**src/rtl/imc_pkg.sv**
```systemverilog
package imc_pkg;
   // Register offsets.
   localparam logic [5:0] RANGE_OFS = 6'h01;
   localparam logic [5:0] TCONST1_OFS = 6'h02;
   localparam logic [5:0] TCONST2_OFS = 6'h03;
   localparam logic [5:0] RESP_OFS = 6'h04;
   localparam logic [5:0] ALT_OFS = 6'h05;
   localparam logic [5:0] CMP_CTRL_OFS = 6'h0a;
   localparam logic [5:0] DETECT_OFS = 6'h0c;
   localparam logic [5:0] THR_HI_LO_OFS = 6'h16;
   localparam logic [5:0] THR_HI_HI_OFS = 6'h17;
   localparam logic [5:0] THR_LO_LO_OFS = 6'h18;
   localparam logic [5:0] THR_LO_HI_OFS = 6'h19;
   localparam logic [5:0] STATUS_OFS = 6'h20;
   localparam logic [5:0] LOSS_LO_OFS = 6'h21;
   localparam logic [5:0] LOSS_HI_OFS = 6'h22;
   localparam logic [5:0] FREQ_LO_OFS = 6'h23;
   localparam logic [5:0] FREQ_HI_OFS = 6'h24;
   localparam logic [5:0] HR_COUNT_LO_OFS = 6'h30;
   localparam logic [5:0] HR_COUNT_HI_OFS = 6'h31;
   localparam logic [5:0] HR_RES0_OFS = 6'h38;
   localparam logic [5:0] HR_RES1_OFS = 6'h39;
   localparam logic [5:0] HR_RES2_OFS = 6'h3a;
   localparam logic [5:0] HR_STATUS_OFS = 6'h3b;
   // Field positions.
   localparam int FLOOR_LSB = 0;
   localparam int CEIL_LSB = 4;
   localparam int LONLY_BIT = 0;
   localparam int CMP_EN_BIT = 0;
   localparam int CMB_DONE_BIT = 6;
   localparam int HR_DONE_BIT = 0;
   // Values after reset.
   localparam logic [7:0] RANGE_RST = 8'h07;
   localparam logic [7:0] TCONST_RST = 8'h00;
   localparam logic [7:0] RESP_RST = 8'h07;
   localparam logic [7:0] CFG_RST = 8'h00;
   localparam logic [15:0] THR_RST = 16'h0000;
   localparam logic [15:0] HR_COUNT_RST = 16'hffff;
   // Timing: core clock period and interval limits.
   localparam int CLK_PERIOD_NS = 25;
   localparam int HR_STEP_NS = 1000;
   localparam int HR_MIN_NS = 5440;
   localparam int CMB_MIN_NS = 6400;
   localparam int HR_STEP_CYC = HR_STEP_NS / CLK_PERIOD_NS;
   // Floors round up so that neither engine can ever beat its rate ceiling.
   localparam int HR_MIN_CYC = (HR_MIN_NS + CLK_PERIOD_NS - 1) / CLK_PERIOD_NS;
   localparam int CMB_MIN_CYC = (CMB_MIN_NS + CLK_PERIOD_NS - 1) / CLK_PERIOD_NS;
   // Log2 of sensor cycles per combined conversion at the shortest response time.
   localparam int CMB_BASE_LOG2 = 3;
endpackage

```
**src/rtl/imc_mode_ctrl.sv**
```systemverilog
`timescale 1ns/1ps
// Summary of operation
// [RL1] Both converters run concurrently, finishing independently.
// [RL2] Combined conversion yields loss and frequency together.
// [RL3] High-resolution inductance result is 24 bits.
// [RL4] Combined conversion length set by response time.
// [RL5] High-resolution interval set by reference count only.
// [RL6] Interval spans 5.44 us to 65.54 ms; the code rounds the floor up to 218 cycles, 5.45 us.
// [RL7] Larger reference count gives finer inductance result.
// [RL8] Frequency found counting reference cycles per sensor.
// [RL9] Loss code derives from injected drive power.
// [RL10] Range register floor/ceiling currents scale loss.
// [RL11] Both inductance-only bits disable loss measurement.
// [RL12] Software sets time constants before loss use.
// [RL13] Rates capped at 156.25 and 183.8 ksps.
// [RL14] Enabled comparator drives switch level on pin.
// [RL15] Software reconfigures only while conversions sleep.
// [RL16] Result fields update together at completion.
module imc_mode_ctrl (
   input wire logic i_core_clk,
   input wire logic i_srst,
   input wire logic i_active,
   input wire logic i_sensor_osc,
   input wire logic [7:0] i_inject_level,
   input wire logic i_reg_wr,
   input wire logic i_reg_rd,
   input wire logic [5:0] i_reg_addr,
   input wire logic [7:0] i_reg_wdata,
   output logic [7:0] o_reg_rdata,
   output logic [2:0] o_range_floor,
   output logic [2:0] o_range_ceiling,
   output logic [7:0] o_time_const1,
   output logic [7:0] o_time_const2,
   output logic o_loss_enable,
   output logic o_interrupt_out,
   output logic o_interrupt_out_oe
);
   logic [7:0] range_reg;
   logic [7:0] tconst1_reg;
   logic [7:0] tconst2_reg;
   logic [7:0] resp_reg;
   logic [7:0] alt_reg;
   logic [7:0] cmp_ctrl_reg;
   logic [7:0] detect_reg;
   logic [15:0] thr_hi_reg;
   logic [15:0] thr_lo_reg;
   logic [15:0] hr_count_reg;
   logic [15:0] loss_reg;
   logic [15:0] freq_reg;
   logic [23:0] hr_res_reg;
   logic cmb_flag_reg;
   logic hr_flag_reg;
   logic [2:0] osc_sync_reg;
   logic sensor_edge;
   logic loss_en;
   logic cmb_done;
   logic hr_done;
   logic [15:0] cmb_freq;
   logic [25:0] cmb_acc;
   logic [23:0] hr_result;
   logic [21:0] hr_interval;
   logic [15:0] loss_next;
   logic [7:0] rdata_next;
   logic [25:0] loss_scaled;

   // Stage 0 only feeds stage 1; the edge detector looks at stages 1 and 2.
   always_ff @(posedge i_core_clk) begin
      if (i_srst) begin
         osc_sync_reg <= 3'h0;
      end else begin
         osc_sync_reg <= {osc_sync_reg[1:0], i_sensor_osc};
      end
   end
   assign sensor_edge = osc_sync_reg[1] && !osc_sync_reg[2];

   assign loss_en = !(alt_reg[imc_pkg::LONLY_BIT] && detect_reg[imc_pkg::LONLY_BIT]); // RL11

   // Interval is the minimum plus one step per reference count.
   assign hr_interval = 22'(imc_pkg::HR_MIN_CYC) +
      22'(hr_count_reg) * 22'(imc_pkg::HR_STEP_CYC); // RL6

   // Two independent engines share only the run enable and the sensor edge; no handshake ties them.
   imc_combined_conv imc_combined_conv_inst ( // RL1
      .i_core_clk(i_core_clk),
      .i_srst(i_srst),
      .i_run(i_active),
      .i_sensor_edge(sensor_edge),
      .i_inject_level(i_inject_level),
      .i_resp_sel(resp_reg[2:0]),
      .o_done(cmb_done),
      .o_freq(cmb_freq),
      .o_acc(cmb_acc)
   );

   imc_high_res_conv #(
      .RES_W(24)
   ) imc_high_res_conv_inst ( // RL1
      .i_core_clk(i_core_clk),
      .i_srst(i_srst),
      .i_run(i_active),
      .i_sensor_edge(sensor_edge),
      .i_interval(hr_interval),
      .o_done(hr_done),
      .o_result(hr_result)
   );

   // More injected power means a lossier resonator, so the code falls.
   assign loss_scaled = (cmb_acc << 8) >> (imc_pkg::CMB_BASE_LOG2 + int'(resp_reg[2:0]));
   assign loss_next = loss_en ? ~loss_scaled[15:0] : 16'h0000; // RL9 RL11

   always_ff @(posedge i_core_clk) begin
      if (i_srst) begin
         range_reg <= imc_pkg::RANGE_RST;
         tconst1_reg <= imc_pkg::TCONST_RST;
         tconst2_reg <= imc_pkg::TCONST_RST;
         resp_reg <= imc_pkg::RESP_RST;
         alt_reg <= imc_pkg::CFG_RST;
         cmp_ctrl_reg <= imc_pkg::CFG_RST;
         detect_reg <= imc_pkg::CFG_RST;
         thr_hi_reg <= imc_pkg::THR_RST;
         thr_lo_reg <= imc_pkg::THR_RST;
         hr_count_reg <= imc_pkg::HR_COUNT_RST;
      end else if (i_reg_wr) begin
         unique case (i_reg_addr)
            imc_pkg::RANGE_OFS: range_reg <= i_reg_wdata;
            imc_pkg::TCONST1_OFS: tconst1_reg <= i_reg_wdata;
            imc_pkg::TCONST2_OFS: tconst2_reg <= i_reg_wdata;
            imc_pkg::RESP_OFS: resp_reg <= i_reg_wdata;
            imc_pkg::ALT_OFS: alt_reg <= i_reg_wdata;
            imc_pkg::CMP_CTRL_OFS: cmp_ctrl_reg <= i_reg_wdata;
            imc_pkg::DETECT_OFS: detect_reg <= i_reg_wdata;
            imc_pkg::THR_HI_LO_OFS: thr_hi_reg[7:0] <= i_reg_wdata;
            imc_pkg::THR_HI_HI_OFS: thr_hi_reg[15:8] <= i_reg_wdata;
            imc_pkg::THR_LO_LO_OFS: thr_lo_reg[7:0] <= i_reg_wdata;
            imc_pkg::THR_LO_HI_OFS: thr_lo_reg[15:8] <= i_reg_wdata;
            imc_pkg::HR_COUNT_LO_OFS: hr_count_reg[7:0] <= i_reg_wdata; // RL6
            imc_pkg::HR_COUNT_HI_OFS: hr_count_reg[15:8] <= i_reg_wdata; // RL6
            default: ;
         endcase
      end
   end

   // Results land in one edge so a read never pairs fields of two conversions.
   always_ff @(posedge i_core_clk) begin
      if (i_srst) begin
         loss_reg <= 16'h0000;
         freq_reg <= 16'h0000;
      end else if (cmb_done) begin // RL16 RL2
         loss_reg <= loss_next;
         freq_reg <= cmb_freq;
      end
   end

   always_ff @(posedge i_core_clk) begin
      if (i_srst) begin
         hr_res_reg <= 24'h000000;
      end else if (hr_done) begin // RL16 RL3
         hr_res_reg <= hr_result;
      end
   end

   // Completion flags clear on read, but a completion in that cycle wins.
   always_ff @(posedge i_core_clk) begin
      if (i_srst) begin
         cmb_flag_reg <= 1'b0;
         hr_flag_reg <= 1'b0;
      end else begin
         if (cmb_done) begin
            cmb_flag_reg <= 1'b1;
         end else if (i_reg_rd && i_reg_addr == imc_pkg::STATUS_OFS) begin
            cmb_flag_reg <= 1'b0;
         end
         if (hr_done) begin
            hr_flag_reg <= 1'b1;
         end else if (i_reg_rd && i_reg_addr == imc_pkg::HR_STATUS_OFS) begin
            hr_flag_reg <= 1'b0;
         end
      end
   end

   always_comb begin
      rdata_next = 8'h00;
      unique case (i_reg_addr)
         imc_pkg::RANGE_OFS: rdata_next = range_reg;
         imc_pkg::TCONST1_OFS: rdata_next = tconst1_reg;
         imc_pkg::TCONST2_OFS: rdata_next = tconst2_reg;
         imc_pkg::RESP_OFS: rdata_next = resp_reg;
         imc_pkg::ALT_OFS: rdata_next = alt_reg;
         imc_pkg::CMP_CTRL_OFS: rdata_next = cmp_ctrl_reg;
         imc_pkg::DETECT_OFS: rdata_next = detect_reg;
         imc_pkg::THR_HI_LO_OFS: rdata_next = thr_hi_reg[7:0];
         imc_pkg::THR_HI_HI_OFS: rdata_next = thr_hi_reg[15:8];
         imc_pkg::THR_LO_LO_OFS: rdata_next = thr_lo_reg[7:0];
         imc_pkg::THR_LO_HI_OFS: rdata_next = thr_lo_reg[15:8];
         imc_pkg::STATUS_OFS: rdata_next = 8'(cmb_flag_reg) << imc_pkg::CMB_DONE_BIT;
         imc_pkg::LOSS_LO_OFS: rdata_next = loss_reg[7:0];
         imc_pkg::LOSS_HI_OFS: rdata_next = loss_reg[15:8];
         imc_pkg::FREQ_LO_OFS: rdata_next = freq_reg[7:0];
         imc_pkg::FREQ_HI_OFS: rdata_next = freq_reg[15:8];
         imc_pkg::HR_COUNT_LO_OFS: rdata_next = hr_count_reg[7:0];
         imc_pkg::HR_COUNT_HI_OFS: rdata_next = hr_count_reg[15:8];
         imc_pkg::HR_RES0_OFS: rdata_next = hr_res_reg[7:0];
         imc_pkg::HR_RES1_OFS: rdata_next = hr_res_reg[15:8];
         imc_pkg::HR_RES2_OFS: rdata_next = hr_res_reg[23:16];
         imc_pkg::HR_STATUS_OFS: rdata_next = 8'(hr_flag_reg) << imc_pkg::HR_DONE_BIT;
         default: rdata_next = 8'h00;
      endcase
   end

   always_ff @(posedge i_core_clk) begin
      if (i_srst) begin
         o_reg_rdata <= 8'h00;
      end else if (i_reg_rd) begin
         o_reg_rdata <= rdata_next;
      end
   end

   // The analog loop holds oscillation only once these are set by software.
   always_ff @(posedge i_core_clk) begin
      if (i_srst) begin
         o_range_floor <= 3'h0;
         o_range_ceiling <= 3'h0;
         o_time_const1 <= 8'h00;
         o_time_const2 <= 8'h00;
         o_loss_enable <= 1'b0;
      end else begin
         o_range_floor <= range_reg[imc_pkg::FLOOR_LSB +: 3]; // RL10
         o_range_ceiling <= range_reg[imc_pkg::CEIL_LSB +: 3]; // RL10
         o_time_const1 <= tconst1_reg; // RL12
         o_time_const2 <= tconst2_reg; // RL12
         o_loss_enable <= loss_en; // RL11
      end
   end

   // Hysteresis keeps the switch from chattering near a single threshold.
   always_ff @(posedge i_core_clk) begin
      if (i_srst) begin
         o_interrupt_out <= 1'b0;
         o_interrupt_out_oe <= 1'b0;
      end else begin
         o_interrupt_out_oe <= cmp_ctrl_reg[imc_pkg::CMP_EN_BIT]; // RL14
         if (!cmp_ctrl_reg[imc_pkg::CMP_EN_BIT]) begin
            o_interrupt_out <= 1'b0;
         end else if (loss_reg > thr_hi_reg) begin // RL14
            o_interrupt_out <= 1'b1;
         end else if (loss_reg < thr_lo_reg) begin
            o_interrupt_out <= 1'b0;
         end
      end
   end

   // Helper counters for the checks below.
   logic [21:0] hr_gap_reg;
   logic [15:0] cmb_gap_reg;
   logic hr_seen_reg;
   logic cmb_seen_reg;
   always_ff @(posedge i_core_clk) begin
      if (i_srst || !i_active || i_reg_wr) begin
         hr_gap_reg <= 22'h000000;
         cmb_gap_reg <= 16'h0000;
         hr_seen_reg <= 1'b0;
         cmb_seen_reg <= 1'b0;
      end else begin
         hr_gap_reg <= hr_done ? 22'h000001 : hr_gap_reg + 22'h000001;
         cmb_gap_reg <= cmb_done ? 16'h0001 :
            (cmb_gap_reg == 16'hffff ? cmb_gap_reg : cmb_gap_reg + 16'h0001);
         hr_seen_reg <= hr_seen_reg | hr_done;
         cmb_seen_reg <= cmb_seen_reg | cmb_done;
      end
   end
endmodule

```
**src/rtl/imc_combined_conv.sv**
```systemverilog
`timescale 1ns/1ps
module imc_combined_conv #(
   parameter int MIN_CYC = imc_pkg::CMB_MIN_CYC
) (
   input wire logic i_core_clk,
   input wire logic i_srst,
   input wire logic i_run,
   input wire logic i_sensor_edge,
   input wire logic [7:0] i_inject_level,
   input wire logic [2:0] i_resp_sel,
   output logic o_done,
   output logic [15:0] o_freq,
   output logic [25:0] o_acc
);
   logic [10:0] sens_cnt_reg;
   logic [15:0] ref_cnt_reg;
   logic [15:0] freq_cnt_reg;
   logic [25:0] acc_reg;
   logic [10:0] target;
   logic finish;

   // Longer response time means more sensor cycles, hence finer counts.
   assign target = 11'(11'h001 << (imc_pkg::CMB_BASE_LOG2 + int'(i_resp_sel))); // RL4
   // The rate ceiling is kept by never ending earlier than the least interval.
   assign finish = (sens_cnt_reg >= target) && (ref_cnt_reg >= 16'(MIN_CYC - 1)); // RL13

   always_ff @(posedge i_core_clk) begin
      if (i_srst || !i_run || finish) begin
         sens_cnt_reg <= 11'h000;
         ref_cnt_reg <= 16'h0000;
         freq_cnt_reg <= 16'h0000;
         acc_reg <= 26'h0000000;
      end else begin
         if (ref_cnt_reg != 16'hffff) begin // RL13
            ref_cnt_reg <= ref_cnt_reg + 16'h0001;
         end
         // Cycles from the first to the last counted sensor edge give the frequency.
         // The wait for the rate floor stays out of it, or it would hide the sensor.
         if (sens_cnt_reg != 11'h000 && sens_cnt_reg < target &&
               freq_cnt_reg != 16'hffff) begin // RL8
            freq_cnt_reg <= freq_cnt_reg + 16'h0001;
         end
         if (i_sensor_edge && sens_cnt_reg < target) begin
            sens_cnt_reg <= sens_cnt_reg + 11'h001;
            acc_reg <= acc_reg + 26'(i_inject_level); // RL9
         end
      end
   end

   always_ff @(posedge i_core_clk) begin
      if (i_srst) begin
         o_done <= 1'b0;
         o_freq <= 16'h0000;
         o_acc <= 26'h0000000;
      end else begin
         o_done <= i_run && finish;
         if (i_run && finish) begin // RL2
            o_freq <= freq_cnt_reg;
            o_acc <= acc_reg;
         end
      end
   end
endmodule

```
**src/rtl/imc_high_res_conv.sv**
```systemverilog
`timescale 1ns/1ps
module imc_high_res_conv #(
   parameter int RES_W = 24
) (
   input wire logic i_core_clk,
   input wire logic i_srst,
   input wire logic i_run,
   input wire logic i_sensor_edge,
   input wire logic [21:0] i_interval,
   output logic o_done,
   output logic [RES_W-1:0] o_result
);
   logic [21:0] tick_reg;
   logic [RES_W-1:0] edges_reg;
   logic finish;

   // The interval is counted in reference cycles only; the sensor never ends it.
   assign finish = (tick_reg >= i_interval - 22'h000001); // RL5

   always_ff @(posedge i_core_clk) begin
      if (i_srst || !i_run || finish) begin
         tick_reg <= 22'h000000;
         edges_reg <= '0;
      end else begin
         tick_reg <= tick_reg + 22'h000001;
         // More reference counts let more sensor edges in, so the code grows finer.
         if (i_sensor_edge && edges_reg != '1) begin // RL7
            edges_reg <= edges_reg + RES_W'(1);
         end
      end
   end

   always_ff @(posedge i_core_clk) begin
      if (i_srst) begin
         o_done <= 1'b0;
         o_result <= '0;
      end else begin
         o_done <= i_run && finish;
         if (i_run && finish) begin // RL3
            o_result <= edges_reg;
         end
      end
   end
endmodule

```
**config.mk**
```make
export PLATFORM = sky130hd
export DESIGN_NAME = imc_mode_ctrl
export DESIGN_NICKNAME = d
export VERILOG_FILES = /design/src/rtl/imc_pkg.sv /design/src/rtl/imc_mode_ctrl.sv /design/src/rtl/imc_combined_conv.sv /design/src/rtl/imc_high_res_conv.sv
export SDC_FILE = /design/constraint.sdc
export NUM_CORES = 1
export LEC_CHECK = 0
export ABC_CLOCK_PERIOD_IN_PS = 5260
export BUFFER_PORTS_ARGS = -buffer_cell sky130_fd_sc_hd__buf_2
export CAP_MARGIN = 20
export CORE_ASPECT_RATIO = 1.25
export CORE_MARGIN = 10
export CORE_UTILIZATION = 30
export DETAILED_ROUTE_END_ITERATION = 10
export PLACE_DENSITY = 0.51
export SETUP_SLACK_MARGIN = 0.4
export SYNTH_ARGS = -nofsm -noshare
export SYNTH_HDL_FRONTEND = slang
export SYNTH_HIERARCHICAL = 1
export SYNTH_SLANG_ARGS = --single-unit
```
**constraint.sdc**
```tcl
create_clock -name i_core_clk -period 5.26 [get_ports i_core_clk]
set_clock_uncertainty 0.2 [all_clocks]
set_input_delay 0 -clock i_core_clk [delete_from_list [all_inputs] [get_ports i_core_clk]]
set_output_delay 0 -clock i_core_clk [all_outputs]
set_load 0.005 [all_outputs]
```
; Word level (Yosys, flattened, before mapping)
; Index checks and enable logic that the tools add are counted.
[op_classes]
mux = 8
magnitude_cmp = 6
n_reduce_logical = 35
addsub = 9
eq_ne = 25
mul = 1
bitwise_logic = 2
n_shift = 2
[ops]
columns = operator, n
row1 = 8-bit case mux with 22 select lines, 1
row2 = "6-bit == test, second input constant", 11
row3 = "16-bit by 1-bit adder with 16-bit output, second input constant", 2
row4 = "16-bit != test, second input constant", 2
row5 = 26-bit by 8-bit adder with 26-bit output, 1
row6 = 2-bit AND reduction, 13
row7 = 26-bit by 4-bit >> shifter with 16-bit output, 1
row8 = "24-bit by 1-bit adder with 24-bit output, second input constant", 1
row9 = "6-bit by 5-bit == test with 1-bit output, second input constant", 4
row10 = "24-bit != test, second input constant", 1
row11 = "22-bit by 1-bit adder with 22-bit output, second input constant", 1
row12 = "8-bit by 22-bit adder with 22-bit output, first input constant", 1
row13 = 22-bit >= comparator, 1
row14 = "22-bit by 1-bit subtractor with 22-bit output, second input constant", 1
row15 = "16-bit by 3-bit multiplier with 19-bit output, second input constant", 1
row16 = "16-bit by 8-bit >= comparator with 1-bit output, second input constant", 1
row17 = 16-bit > comparator, 1
row18 = 16-bit less-than comparator, 1
row19 = 16-bit 2-to-1 mux, 1
row20 = 16-bit inverter, 1
row21 = "6-bit by 2-bit == test with 1-bit output, second input constant", 2
row22 = "6-bit by 3-bit == test with 1-bit output, second input constant", 2
row23 = "6-bit by 4-bit == test with 1-bit output, second input constant", 2
row24 = "11-bit by 1-bit adder with 11-bit output, second input constant", 1
row25 = 13 further kinds, 34
[word_totals]
in_bits = 28
out_inout_bits = 33
register_bits = 373

; Depth between registers and ports, before layout
[logic_depth]
depth_word = 5
ltp_mapped = 22

; Cells and area by module
; The synthesis kept the hierarchy.
[modules_own_cells]
columns = module, seq_area_each_um2, cells_each, n_inst, area_per_inst_um2
row1 = imc_mode_ctrl, 3963.8, 1198, 1, 10521.3
row2 = imc_combined_conv, 2242.2, 617, 1, 5158.7
row3 = imc_high_res_conv, 1421.4, 598, 1, 4894.7

; Worst setup path after synthesis
; Ideal clock, no wire load.
[synth_timing]
path_kind = register -> register
from = reg hr_count_reg[1]
to = reg imc_high_res_conv_inst.o_result[11]
stages_incl_launch_ff = 20
required_time_ps = 4916
n_path_buf = 2
path_slack_ps = -45
arrival_time_ps = 4961
path_cell_list = dfxtp_1 > ha_1 > ha_1 > fa_1 > a211oi_2 > o21ai_1 > a2111oi_0 > nor3b_1 > nand2b_1 > or4_4 > o31ai_2 > xnor2_1 > ha_1 > and4_1 > nand3_1 > nor4_2 > and2_1 > buf_2 > buf_2 > o311ai_0
[synth_between]
elab_chain_len = 5
[synth_lines]
columns = element, line_no
row1 = from (decl), imc_mode_ctrl.sv:47  ; logic [15:0] hr_count_reg;
row2 = from (signal assigned), imc_mode_ctrl.sv:122  ; hr_count_reg <= imc_pkg::HR_COUNT_RST;
row3 = from (signal assigned), imc_mode_ctrl.sv:136  ; imc_pkg::HR_COUNT_LO_OFS: hr_count_reg[7:0] <= i_reg_wdata;
row4 = 16-bit by 3-bit multiplier with 19-bit output, imc_mode_ctrl.sv:80  ; 22'(hr_count_reg) * 22'(imc_pkg::HR_STEP_CYC);
row5 = 8-bit by 22-bit adder with 22-bit output, imc_mode_ctrl.sv:79  ; assign hr_interval = 22'(imc_pkg::HR_MIN_CYC) +
row6 = named net hr_interval[21], imc_mode_ctrl.sv:61  ; logic [21:0] hr_interval;
row7 = 22-bit by 1-bit subtractor with 22-bit output, imc_high_res_conv.sv:18  ; assign finish = (tick_reg >= i_interval - 22'h000001);
row8 = 22-bit >= comparator, imc_high_res_conv.sv:18
row9 = 1-bit logical AND, imc_high_res_conv.sv:39  ; if (i_run && finish) begin
row10 = to (signal assigned), imc_high_res_conv.sv:40  ; o_result <= edges_reg;
row11 = to (decl), imc_high_res_conv.sv:11  ; output logic [RES_W-1:0] o_result
; The timed path passes the listed nets, and every way through them passes these cells.
; A chain may end at the register's enable or synchronous reset.

; Worst setup path in the final report
[layout_timing]
from = reg hr_count_reg[7]
to = reg imc_high_res_conv_inst.o_result[2]
; Same word-level chain as after synthesis.

==> flow_summary.ini <==
[run_status]
status = completed

[drt]
vias = 17932
drc = 0
antenna_left = 0
drt_iter0_markers = 1432
wl_um = 64680
dr.pass1.iters = 6
wl_per_cell_um = 19.54
vias_per_cell = 5.418

[power_and_ir_drop]
switching_share = 0.2486
p_seq_frac = 0.424
power_mw = 6.572
power_density_nw_per_um2 = 266.6
p_clk_frac = 0.481
comb_power_share = 0.095
p_sw_mw = 1.634
internal_power_mw = 4.938
ir_drop_uv = 186.5
p_leak_nw = 8.859

[cells_and_area]
fin_cells = 3310
drive_gt1_frac = 0.1517
nNetsFinal = 2558
multi_input_area_um2 = 12860
regArea_um2 = 7318
final_core_util = 0.3746
area_delta_synth_final_pct = 23.62
n_fill_cell = 6535

[sta]
drv_slew = 0
max_slew_margin = 0.2208
fin_crit_sh = 0.9736
layout_min_cycle_time_ns = 5.121
timing.hold.ws_ns = 0.05988
worst_slew_pin_slew_ns = 1.166
grt_setup_unrepaired = yes
setup_viol = 0
setup_ws_ns = 0.1389
clock.fmax_ghz = 0.1953
hold_violations = 0

[clocking]
cts_inserted_buffers = 41
cts_num_sinks = 365
cts-root-buf = clkbuf_16
htreeDepth = 2
cts_tree = built
clk_path_buf_depth = 3
cts.clk_slew.worst_paths_ns = 0.06
clk_latency_ns = 0.58

[floorplan]
coreArea_um2 = 65820
initial_core_util = 0.3030
row_count = 105
io_pins = 61
fp.dieH_um = 308.3
die_area_um2 = 77260
die_x_um = 250.6

[synth]
ys_warn_count = 6
syn_inst = 2337
synth.avg_cell_area_um2 = 8.534
syn_area_um2 = 19940

[worst_hold_path]
min-delay-path-class = in2reg

[global_route]
grt_usage = 0.1591
grt_start_max_net_pins = 203
antenna_found_initial = 2
grt_pass1_vias = 17474
grt_pass1_wl_um = 100300
grt-ovfl-total = 0

[placement]
place_ws_ns = -0.08902
gp_congestion = 0.8628
dp.cells = 3161
dp_hpwl_um = 44280
port_buffers = 60

[setup_path]
critPathMaxFanout = 12
start_kind = flop
cp-end-kind = flop
arrival_ns = 5.38
required_ns = 5.52
crit_type = reg2reg

[run]
drv_cap = 0
==> metal layers <==
layer | track usage | part of all wire
met1 | 0.1985 | 0.43
met5 | 0 | 0.00020
met4 | 0.05708 | 0.035
met2 | 0.2734 | 0.49
met3 | 0.02290 | 0.049
==> cell type report <==
| class | instances | area share |
|---|---|---|
| Timing Repair Buffer | 186 | 0.06932 |
| Clock inverter | 17 | 0.01208 |
| Tap cell | 856 | 0.04344 |
| Clock buffer | 56 | 0.04760 |
| Inverter | 59 | 0.008982 |
| Antenna cell | 1 | 0.0001015 |
| Sequential cell | 365 | 0.2968 |
| Multi-Input combinational cell | 1770 | 0.5216 |
==> final timing paths <==
path | from | to | slack (ns) | cells past startpoint
setup reg to reg | hr_count_reg[7] | imc_high_res_conv_inst/o_result[2] | 0.14 | 17
setup / recovery | hr_count_reg[7] | imc_high_res_conv_inst/o_result[2] | 0.14 | 17
hold / removal | i_active | imc_combined_conv_inst/o_done | 0.06 | 3
hold reg to reg | osc_sync_reg[0] | osc_sync_reg[1] | 0.24 | 1
==> worst max-delay path, cell delays in order, from the launching register on <==
cell and delay, ns:
dfxtp_1 0.40, ha_1 0.26, ha_1 0.36, buf_4 0.19, or4b_4 0.55, o2111ai_4 0.11
and2_4 0.19, nand3_4 0.08, or4_4 0.57, xor2_4 0.19, xnor2_2 0.16, ha_1 0.28
and4_4 0.19, a221oi_2 0.23, o221ai_2 0.19, or2_4 0.35, clkbuf_16 0.20, o311ai_2 0.28
==> through the flow <==
stage	TNS, ns	area [um^2]
after floorplan	0	20130
after global placement	0	21310
after detailed placement	-0.3387	21310
after CTS	0	23750
after global routing	-0.4200	24650
final	0	24650
==> cells in the final DEF (no fill, tap or decap), drive strengths merged, types with 10 or more instances in the layout <==
master	n
inv	61
nor3	46
o311ai	29
o211ai	14
nor2	229
nand3b	17
dlygate4sd3	37
nand2b	40
a211oi	17
xnor2	61
nand3	103
a21o	15
xor2	55
o21ai	68
nor4	69
mux2i	128
a211o	16
dfxtp	365
and4	13
ha	105
buf	143
a221oi	11
or4	10
and3	22
a22oi	45
clkbuf	62
a21oi	133
or3	19
a31oi	27
nor3b	29
nand2	247
a2111oi	10
nor2b	37
nand4	57
==> timing repair <==
action                                  in CTS  in global routing
cloned                                       5                  7
endpoints found under the setup margin      71                 71
hold buffers                                37                  0
setup buffers                               14                  9
endpoints found under the hold margin      201                  0
gates resized for setup                     54                 92
pin swaps                                   25                  7
==> power groups by stage <==
stage | Sequential, mW | Combinational, mW | Clock (mW)
after floorplan | 2.85 | 0.370 | 0
after global placement | 2.85 | 0.510 | 0
after detailed placement | 2.85 | 0.519 | 0
after CTS | 2.79 | 0.582 | 3.23
after global routing | 2.79 | 0.676 | 3.33
final | 2.79 | 0.621 | 3.16
No activity file was read; power rests on OpenSTA's default activity.
